--- src/common/csra_defs.svh ---
// Register offsets, field positions, reset values and defaults
`ifndef CSRA_DEFS_SVH
`define CSRA_DEFS_SVH

// Chip-level register indices
`define CSRA_IDX_UNIT_SELECT 8'h07
`define CSRA_IDX_BASE_LOW 8'h26
`define CSRA_IDX_BASE_HIGH 8'h27
`define CSRA_IDX_RSVD_A 8'h28
`define CSRA_IDX_RSVD_VENDOR 8'h29
`define CSRA_IDX_TEST_SIX 8'h2A
`define CSRA_IDX_TEST_FOUR 8'h2B
`define CSRA_IDX_TEST_KBC 8'h2C
`define CSRA_IDX_TEST_ONE 8'h2D
`define CSRA_IDX_TEST_TWO 8'h2E
`define CSRA_IDX_TEST_THREE 8'h2F

// Per-unit register indices
`define CSRA_IDX_UNIT_FIRST 8'h30
`define CSRA_IDX_ACTIVATE 8'h30

// Field positions
`define CSRA_ACTIVATE_BIT 0
`define CSRA_KBC_RESET_BIT 6
`define CSRA_ADDR_BIT_ZERO 0

// Reset values
`define CSRA_RST_BYTE 8'h00
`define CSRA_RST_BASE_HIGH 8'h00
`define CSRA_RST_TEST 8'h00
`define CSRA_RST_ACTIVATE 8'h00
`define CSRA_RST_UNIT_SELECT 8'h00
`define CSRA_RST_INDEX 8'h00

// Strap-selected default configuration bases
`define CSRA_DEFAULT_BASE_STRAP0 16'h002E
`define CSRA_DEFAULT_BASE_STRAP1 16'h004E

// Number of per-unit register banks
`define CSRA_UNIT_COUNT 9

`endif

--- src/common/csra_pkg.sv ---
// Types shared by the configuration register bank
package csra_pkg;

   typedef logic [7:0] csra_byte_t;
   typedef logic [15:0] csra_addr_t;

   // Which configuration port an I/O cycle hits
   typedef enum logic [2:0] {
      CSRA_HIT_NONE = 3'b001,
      CSRA_HIT_INDEX = 3'b010,
      CSRA_HIT_DATA = 3'b100
   } csra_hit_t;

endpackage

--- src/rtl/csra_unit_slot.sv ---
// One logical unit's enable bit shared by activate and power control
`timescale 1ns/100ps
`default_nettype none
module csra_unit_slot (
   input wire logic clk_sys,
   input wire logic resetn,
   input wire logic clear,
   input wire logic act_wr,
   input wire logic act_val,
   input wire logic pwr_wr,
   input wire logic pwr_val,
   output logic unit_on
);

   // Either write path drives the single shared bit, so both always agree
   always_ff @(posedge clk_sys or negedge resetn) begin
      if (!resetn) begin
         unit_on <= 1'b0;
      end else if (clear) begin
         unit_on <= 1'b0;
      end else if (act_wr) begin
         unit_on <= act_val;
      end else if (pwr_wr) begin
         unit_on <= pwr_val;
      end
   end

endmodule
`default_nettype wire

--- src/rtl/csra_config_bank.sv ---
// Relocatable configuration port, chip test registers and unit activate
`timescale 1ns/100ps
`default_nettype none
`include "csra_defs.svh"

module csra_config_bank #(
   parameter int UNIT_COUNT = `CSRA_UNIT_COUNT
) (
   input wire logic clk_sys,
   input wire logic resetn,
   input wire logic standby_por,
   input wire logic host_bus_reset,
   input wire logic soft_reset,
   input wire logic base_strap,
   input wire logic config_state,
   input wire logic io_wr,
   input wire logic io_rd,
   input wire logic [15:0] io_addr,
   input wire logic [7:0] io_wdata,
   output logic [7:0] io_rdata,
   output logic io_rd_ack,
   input wire logic [UNIT_COUNT-1:0] unit_pwr_wr,
   input wire logic [UNIT_COUNT-1:0] unit_pwr_val,
   output logic [UNIT_COUNT-1:0] unit_active,
   output logic kbc_reset,
   output logic [15:0] config_base
);

   csra_pkg::csra_byte_t index_reg;
   csra_pkg::csra_byte_t unit_select;
   csra_pkg::csra_byte_t base_low;
   csra_pkg::csra_byte_t config_base_high_reg;
   csra_pkg::csra_byte_t test_six;
   csra_pkg::csra_byte_t test_four;
   csra_pkg::csra_byte_t test_kbc;
   csra_pkg::csra_byte_t test_one;
   csra_pkg::csra_byte_t test_two;
   csra_pkg::csra_byte_t test_three;
   csra_pkg::csra_addr_t active_base;
   csra_pkg::csra_addr_t strap_base;
   csra_pkg::csra_addr_t data_port_addr;
   csra_pkg::csra_hit_t hit;
   csra_pkg::csra_byte_t next_rdata;
   logic load_default;
   logic index_wr;
   logic data_wr;
   logic data_rd;
   logic unit_valid;
   logic unit_clear;
   logic [UNIT_COUNT-1:0] act_wr;

   // Default base chosen by the strap level
   assign strap_base = base_strap ? `CSRA_DEFAULT_BASE_STRAP1
                                  : `CSRA_DEFAULT_BASE_STRAP0;

   // Index at the base, data at the next address, both from one base
   assign data_port_addr = csra_pkg::csra_addr_t'(active_base + 16'h0001);

   // Port decode; nothing answers outside the configuration state
   always_comb begin
      hit = csra_pkg::CSRA_HIT_NONE;
      if (config_state) begin
         if (io_addr == active_base) begin
            hit = csra_pkg::CSRA_HIT_INDEX;
         end else if (io_addr == data_port_addr) begin
            hit = csra_pkg::CSRA_HIT_DATA;
         end
      end
   end

   assign index_wr = io_wr && (hit == csra_pkg::CSRA_HIT_INDEX);
   assign data_wr = io_wr && (hit == csra_pkg::CSRA_HIT_DATA);
   assign data_rd = io_rd && (hit == csra_pkg::CSRA_HIT_DATA);

   // Selected bank exists only for the nine implemented units
   assign unit_valid = (unit_select < 8'(UNIT_COUNT));

   // Standby, host bus and soft resets all clear the unit enables
   assign unit_clear = standby_por || host_bus_reset || soft_reset;

   // Strap is caught on the first edge after main reset release
   always_ff @(posedge clk_sys or negedge resetn) begin
      if (!resetn) begin
         load_default <= 1'b1;
      end else begin
         load_default <= 1'b0;
      end
   end

   // Index register written through the index port
   always_ff @(posedge clk_sys or negedge resetn) begin
      if (!resetn) begin
         index_reg <= `CSRA_RST_INDEX;
      end else if (unit_clear) begin
         index_reg <= `CSRA_RST_INDEX;
      end else if (index_wr) begin
         index_reg <= io_wdata;
      end
   end

   // Unit select register picks the visible per-unit bank
   always_ff @(posedge clk_sys or negedge resetn) begin
      if (!resetn) begin
         unit_select <= `CSRA_RST_UNIT_SELECT;
      end else if (unit_clear) begin
         unit_select <= `CSRA_RST_UNIT_SELECT;
      end else if (data_wr && index_reg == `CSRA_IDX_UNIT_SELECT) begin
         unit_select <= io_wdata;
      end
   end

   // Base bytes: only main reset and host bus reset restore the default
   always_ff @(posedge clk_sys or negedge resetn) begin
      if (!resetn) begin
         base_low <= `CSRA_RST_BYTE;
         config_base_high_reg <= `CSRA_RST_BASE_HIGH;
      end else if (load_default || host_bus_reset) begin
         base_low <= strap_base[7:0];
         config_base_high_reg <= `CSRA_RST_BASE_HIGH;
      end else if (data_wr) begin
         if (index_reg == `CSRA_IDX_BASE_LOW) begin
            // Address bit zero is forced low
            base_low <= {io_wdata[7:1], 1'b0};
         end
         if (index_reg == `CSRA_IDX_BASE_HIGH) begin
            config_base_high_reg <= io_wdata;
         end
      end
   end

   // Decoded base moves only on a high byte write, a host bus reset or the default load
   always_ff @(posedge clk_sys or negedge resetn) begin
      if (!resetn) begin
         active_base <= {`CSRA_RST_BASE_HIGH, `CSRA_RST_BYTE};
      end else if (load_default || host_bus_reset) begin
         active_base <= strap_base;
      end else if (data_wr && index_reg == `CSRA_IDX_BASE_HIGH) begin
         active_base <= {io_wdata, base_low};
      end
   end

   assign config_base = active_base;

   // Factory test registers, cleared by main and standby power-on
   always_ff @(posedge clk_sys or negedge resetn) begin
      if (!resetn) begin
         test_six <= `CSRA_RST_TEST;
         test_four <= `CSRA_RST_TEST;
         test_kbc <= `CSRA_RST_TEST;
         test_one <= `CSRA_RST_TEST;
         test_two <= `CSRA_RST_TEST;
         test_three <= `CSRA_RST_TEST;
      end else if (standby_por) begin
         test_six <= `CSRA_RST_TEST;
         test_four <= `CSRA_RST_TEST;
         test_kbc <= `CSRA_RST_TEST;
         test_one <= `CSRA_RST_TEST;
         test_two <= `CSRA_RST_TEST;
         test_three <= `CSRA_RST_TEST;
      end else if (data_wr) begin
         unique case (index_reg)
            `CSRA_IDX_TEST_SIX: begin
               test_six <= io_wdata;
            end
            `CSRA_IDX_TEST_FOUR: begin
               test_four <= io_wdata;
            end
            `CSRA_IDX_TEST_KBC: begin
               test_kbc <= io_wdata;
            end
            `CSRA_IDX_TEST_ONE: begin
               test_one <= io_wdata;
            end
            `CSRA_IDX_TEST_TWO: begin
               test_two <= io_wdata;
            end
            `CSRA_IDX_TEST_THREE: begin
               test_three <= io_wdata;
            end
            default: begin
            end
         endcase
      end
   end

   // Keyboard controller held in reset while the bit is set
   assign kbc_reset = test_kbc[`CSRA_KBC_RESET_BIT];

   // Activate write reaches only the selected unit's slot
   always_comb begin
      act_wr = '0;
      if (data_wr && unit_valid && index_reg == `CSRA_IDX_ACTIVATE) begin
         act_wr[unit_select[3:0]] = 1'b1;
      end
   end

   // One shared enable bit per unit
   genvar u;
   generate
      for (u = 0; u < UNIT_COUNT; u++) begin : g_unit
         csra_unit_slot slot (
            .clk_sys(clk_sys),
            .resetn(resetn),
            .clear(unit_clear),
            .act_wr(act_wr[u]),
            .act_val(io_wdata[`CSRA_ACTIVATE_BIT]),
            .pwr_wr(unit_pwr_wr[u]),
            .pwr_val(unit_pwr_val[u]),
            .unit_on(unit_active[u])
         );
      end
   endgenerate

   // Read mux; reserved and unimplemented indices read zero
   always_comb begin
      next_rdata = `CSRA_RST_BYTE;
      if (hit == csra_pkg::CSRA_HIT_INDEX) begin
         next_rdata = index_reg;
      end else if (index_reg >= `CSRA_IDX_UNIT_FIRST) begin
         if (unit_valid && index_reg == `CSRA_IDX_ACTIVATE) begin
            next_rdata = {7'h00, unit_active[unit_select[3:0]]};
         end
      end else begin
         unique case (index_reg)
            `CSRA_IDX_UNIT_SELECT: begin
               next_rdata = unit_select;
            end
            `CSRA_IDX_BASE_LOW: begin
               next_rdata = base_low;
            end
            `CSRA_IDX_BASE_HIGH: begin
               next_rdata = config_base_high_reg;
            end
            `CSRA_IDX_RSVD_A, `CSRA_IDX_RSVD_VENDOR: begin
               next_rdata = `CSRA_RST_BYTE;
            end
            `CSRA_IDX_TEST_SIX: begin
               next_rdata = test_six;
            end
            `CSRA_IDX_TEST_FOUR: begin
               next_rdata = test_four;
            end
            `CSRA_IDX_TEST_KBC: begin
               next_rdata = test_kbc;
            end
            `CSRA_IDX_TEST_ONE: begin
               next_rdata = test_one;
            end
            `CSRA_IDX_TEST_TWO: begin
               next_rdata = test_two;
            end
            `CSRA_IDX_TEST_THREE: begin
               next_rdata = test_three;
            end
            default: begin
               next_rdata = `CSRA_RST_BYTE;
            end
         endcase
      end
   end

   // Read data registered, acknowledged one cycle after the request
   always_ff @(posedge clk_sys or negedge resetn) begin
      if (!resetn) begin
         io_rdata <= `CSRA_RST_BYTE;
         io_rd_ack <= 1'b0;
      end else begin
         io_rd_ack <= data_rd || (io_rd && hit == csra_pkg::CSRA_HIT_INDEX);
         if (io_rd && hit != csra_pkg::CSRA_HIT_NONE) begin
            io_rdata <= next_rdata;
         end
      end
   end

endmodule
`default_nettype wire

--- config.mk ---
export PLATFORM = sky130hd
export DESIGN_NAME = csra_config_bank
export DESIGN_NICKNAME = d
export VERILOG_FILES = /design/src/common/csra_pkg.sv /design/src/rtl/csra_unit_slot.sv /design/src/rtl/csra_config_bank.sv
export VERILOG_INCLUDE_DIRS = /design/src /design/src/common
export SDC_FILE = /design/constraint.sdc
export NUM_CORES = 1
export LEC_CHECK = 0
export ABC_CLOCK_PERIOD_IN_PS = 4100
export CAP_MARGIN = 40
export CELL_PAD_IN_SITES_DETAIL_PLACEMENT = 0
export CELL_PAD_IN_SITES_GLOBAL_PLACEMENT = 1
export CORE_MARGIN = 1.5
export CORE_UTILIZATION = 40
export CTS_CLUSTER_SIZE = 24
export DETAILED_ROUTE_END_ITERATION = 10
export DONT_BUFFER_PORTS = 1
export GPL_TIMING_DRIVEN = 0
export PLACE_DENSITY = 0.69
export SLEW_MARGIN = 5
export SYNTH_ARGS = -nofsm -noshare
export SYNTH_HDL_FRONTEND = slang
export SYNTH_SLANG_ARGS = --single-unit
--- constraint.sdc ---
create_clock -name clk_sys -period 4.1 [get_ports clk_sys]
set_clock_uncertainty 0.2 [all_clocks]
set_input_delay 0.82 -clock clk_sys [delete_from_list [all_inputs] [get_ports clk_sys]]
set_output_delay 0.82 -clock clk_sys [all_outputs]
set_load 0.02 [all_outputs]
==> out/results.tsv <==
metric	value	unit
finalWorstSetupSlack	0.881	ns
synthMuxAreaShare	11.2	%
fin_nets	721	
area_growth	14.5	%
clockBufferDepth	2	
slew_viol_final	0	
numPortBuffers	0	
hold_viol	0	
clock.fmax	0.311	GHz
stdcell_count	894	
final_cell_mix	dfrtp_1, nand3_1, o21ai_0, a21oi_1, mux2i_1	
clk_pin_slew	0.06	ns
synth_simple_gate_area_share	20.6	%
fp.dieW	129	um
cpPeakStageDelay	0.62	ns
fp.dieH	129	um
synth_top_family_by_area	simple AND/OR/NAND/NOR gates	
io_pins	86	
wirelength_met1	9.04	mm
yosys.area_share.adder	0	%
ir_drop	0.000277	V
grt_overflow	0	
grt_first_pass_wirelength	31.5	mm
drive_above_1_share	12.4	%
drc	0	
grt_max_degree	113	
root_buffer	clkbuf_16	
drtAntennaViolNets	0	
cts_tree	built	
hpwl	14.4	mm
die_area	16600	um2
outcome	completed	
setup_viol	0	
ys_seq_area_share	44.7	%
diodes	0	
start_util	41.3	%
post_drt_via_cell_ratio	6.08	
cts-buffers-inserted	17	
synth_compound_area_share	15.9	%
finalCriticalPeriod	3.22	ns
worst_ep_required_time	4.16	ns
p_leak	2.89	nW
htreeDepth	4	
syn_area	6320	um2
fin_setup_tns	0	ns
synthFlopType	dfrtp_1	
finalWeightedCongestion	0.891	
highest_layer	met4	
drt-initial-drc-count	649	
synth_area_per_cell	9.76	um2
wl_met3	1.53	mm
synth_xor_area_share	2.49	%
crit_chain	buf_1 > buf_1 > mux4_2 > a222oi_1 > a21oi_1	
endpoint_kind	flop	
antenna_found_initial	0	
firstDrtPassIters	6	
coreArea	15300	um2
grt.total_usage	25.8	%
netlist_instances	648	
crit_arrival	3.28	ns
num_vias	5433	
worstMarginPinSlew	0.876	ns
powerDensity	384	nW/um2
cpMaxStageDelayCell	a222oi_1	
nFillCells	1491	
rsz0062_at_grt	false	
post-route-util	47.3	%
slew_headroom	40.1	%
path_common_cell	buf_1	
final_common_cell	dfrtp_1	
worst_setup_path_start_kind	flop	
largest_reg_flops	15	
whs	0.0440	ns
clock_sinks	113	
reg2reg_slack	0.88	ns
cpLargestDelayFamily	buffers and inverters	
ys_async_sr_fraction	100	%
cp_num_buf_inv	2	
finalWirelength	20.4	mm
synth_seq_cells	113	
wl_per_cell	22.8	um
detailedPlace.worstSlack	0.853	ns
post_cts_resized	0	
clk_latency	0.42	ns
yosysWarnings	0	
grt_pass1_vias	5355	
met2WireLength	9.36	mm
hold_path.class	input port to asynchronous set/reset pin	
cp_max_fo	10	
synth_edf_count	0	
drv_cap	0	
synth.distinct_cells	58	
period_share	78.5	%
row_count	45	
dp.cells	860	
crit_type	flop to flop	
[final cells by class]
cell class                 instances  area, um2  share of cell area, %
timing repair buffer               2       40.0                  0.553
clock buffer                      20        447                   6.17
buffer                            61        299                   4.13
tap                              211        264                   3.64
inverter                           4       15.0                  0.207
clock inverter                    12        164                   2.26
multi-input combinational        471       3190                   44.0
sequential                       113       2830                   39.1
[synth_stat cells, drive strengths merged, types with 2 or more instances]
library cell	number	area, um2
a2111oi	6	58.8
a211oi	5	37.5
a21oi	56	280
a22o	2	17.5
a22oi	12	90.1
and2	3	18.8
and3	3	18.8
and3b	2	17.5
and4	5	43.8
buf	30	183
clkbuf	31	116
dfrtp	112	2800
inv	4	15.0
mux2	11	124
mux2i	47	470
mux4	5	113
nand2	16	60.1
nand2b	45	282
nand3	69	365
nand4	11	75.1
nand4b	3	26.3
nor2	17	63.8
nor2b	5	31.3
nor3	12	60.1
nor3b	2	15.0
nor4	10	105
o21ai	67	335
o221ai	5	43.8
o22ai	2	12.5
o2bb2ai	7	61.3
o311a	2	20.0
o31ai	2	15.0
o41ai	2	17.5
or2	4	25.0
or3	2	12.5
or4	6	48.8
xnor2	15	131
xor2	3	26.3
[report_power, final]
part	total [mW]	switching (mW)	internal (mW)	leakage, nW
Combinational	0.105	0.0707	0.0347	1.05
Sequential	1.13	0.00664	1.12	1.53
Clock	1.54	0.520	1.02	0.307
[metrics by stage]
step,cell area (um2),power (mW)
5_1_grt,7240,2.87
2_1_floorplan,6330,1.21
3_3_place_gp,6590,1.23
6_report,7240,2.78
3_5_place_dp,6590,1.23
4_1_cts,7230,2.80
[cell families after synthesis]
group | count (synthesis)
and+or+nand+nor | 218
buffers and inverters | 65
AOI/OAI and AO/OA | 170
xor gates and xnor gates | 18
muxes | 63
other | 1
DFF | 113
[timing repair]
item / CTS / global route
buffers inserted: 0 / 0
hold endpoints to repair: 112 / 0
hold buffers: 1 / 0
[worst reg2reg max path: stages, from the launching register on]
cell	delay, ns
dfrtp_1	0.44
buf_1	0.60
buf_1	0.58
mux4_2	0.46
a222oi_1	0.62
a21oi_1	0.16
[metal layers]
metal	vias up	global-route usage, %
met3	38	7.57
met2	226	38.6
met4	0	8.72
met1	2721	35.9
li1	2448	-
met5	-	0
[worst paths after layout]
path                                          start                                 end  cells past startpoint
hold reg to reg             test_six[7]$_DFFE_PN0P_             test_six[7]$_DFFE_PN0P_                      2
setup / recovery           index_reg[1]$_DFFE_PN0P_             io_rdata[0]$_DFFE_PN0P_                      5
min in group clk_sys        test_six[7]$_DFFE_PN0P_             test_six[7]$_DFFE_PN0P_                      2
hold / removal                               resetn              load_default$_DFF_PN1_                      0
max in group asynchronous                    resetn  g_unit[2].slot.unit_on$_DFFE_PN0P_                      1
setup reg to reg           index_reg[1]$_DFFE_PN0P_             io_rdata[0]$_DFFE_PN0P_                      5
(Power assumes the default switching activity.)
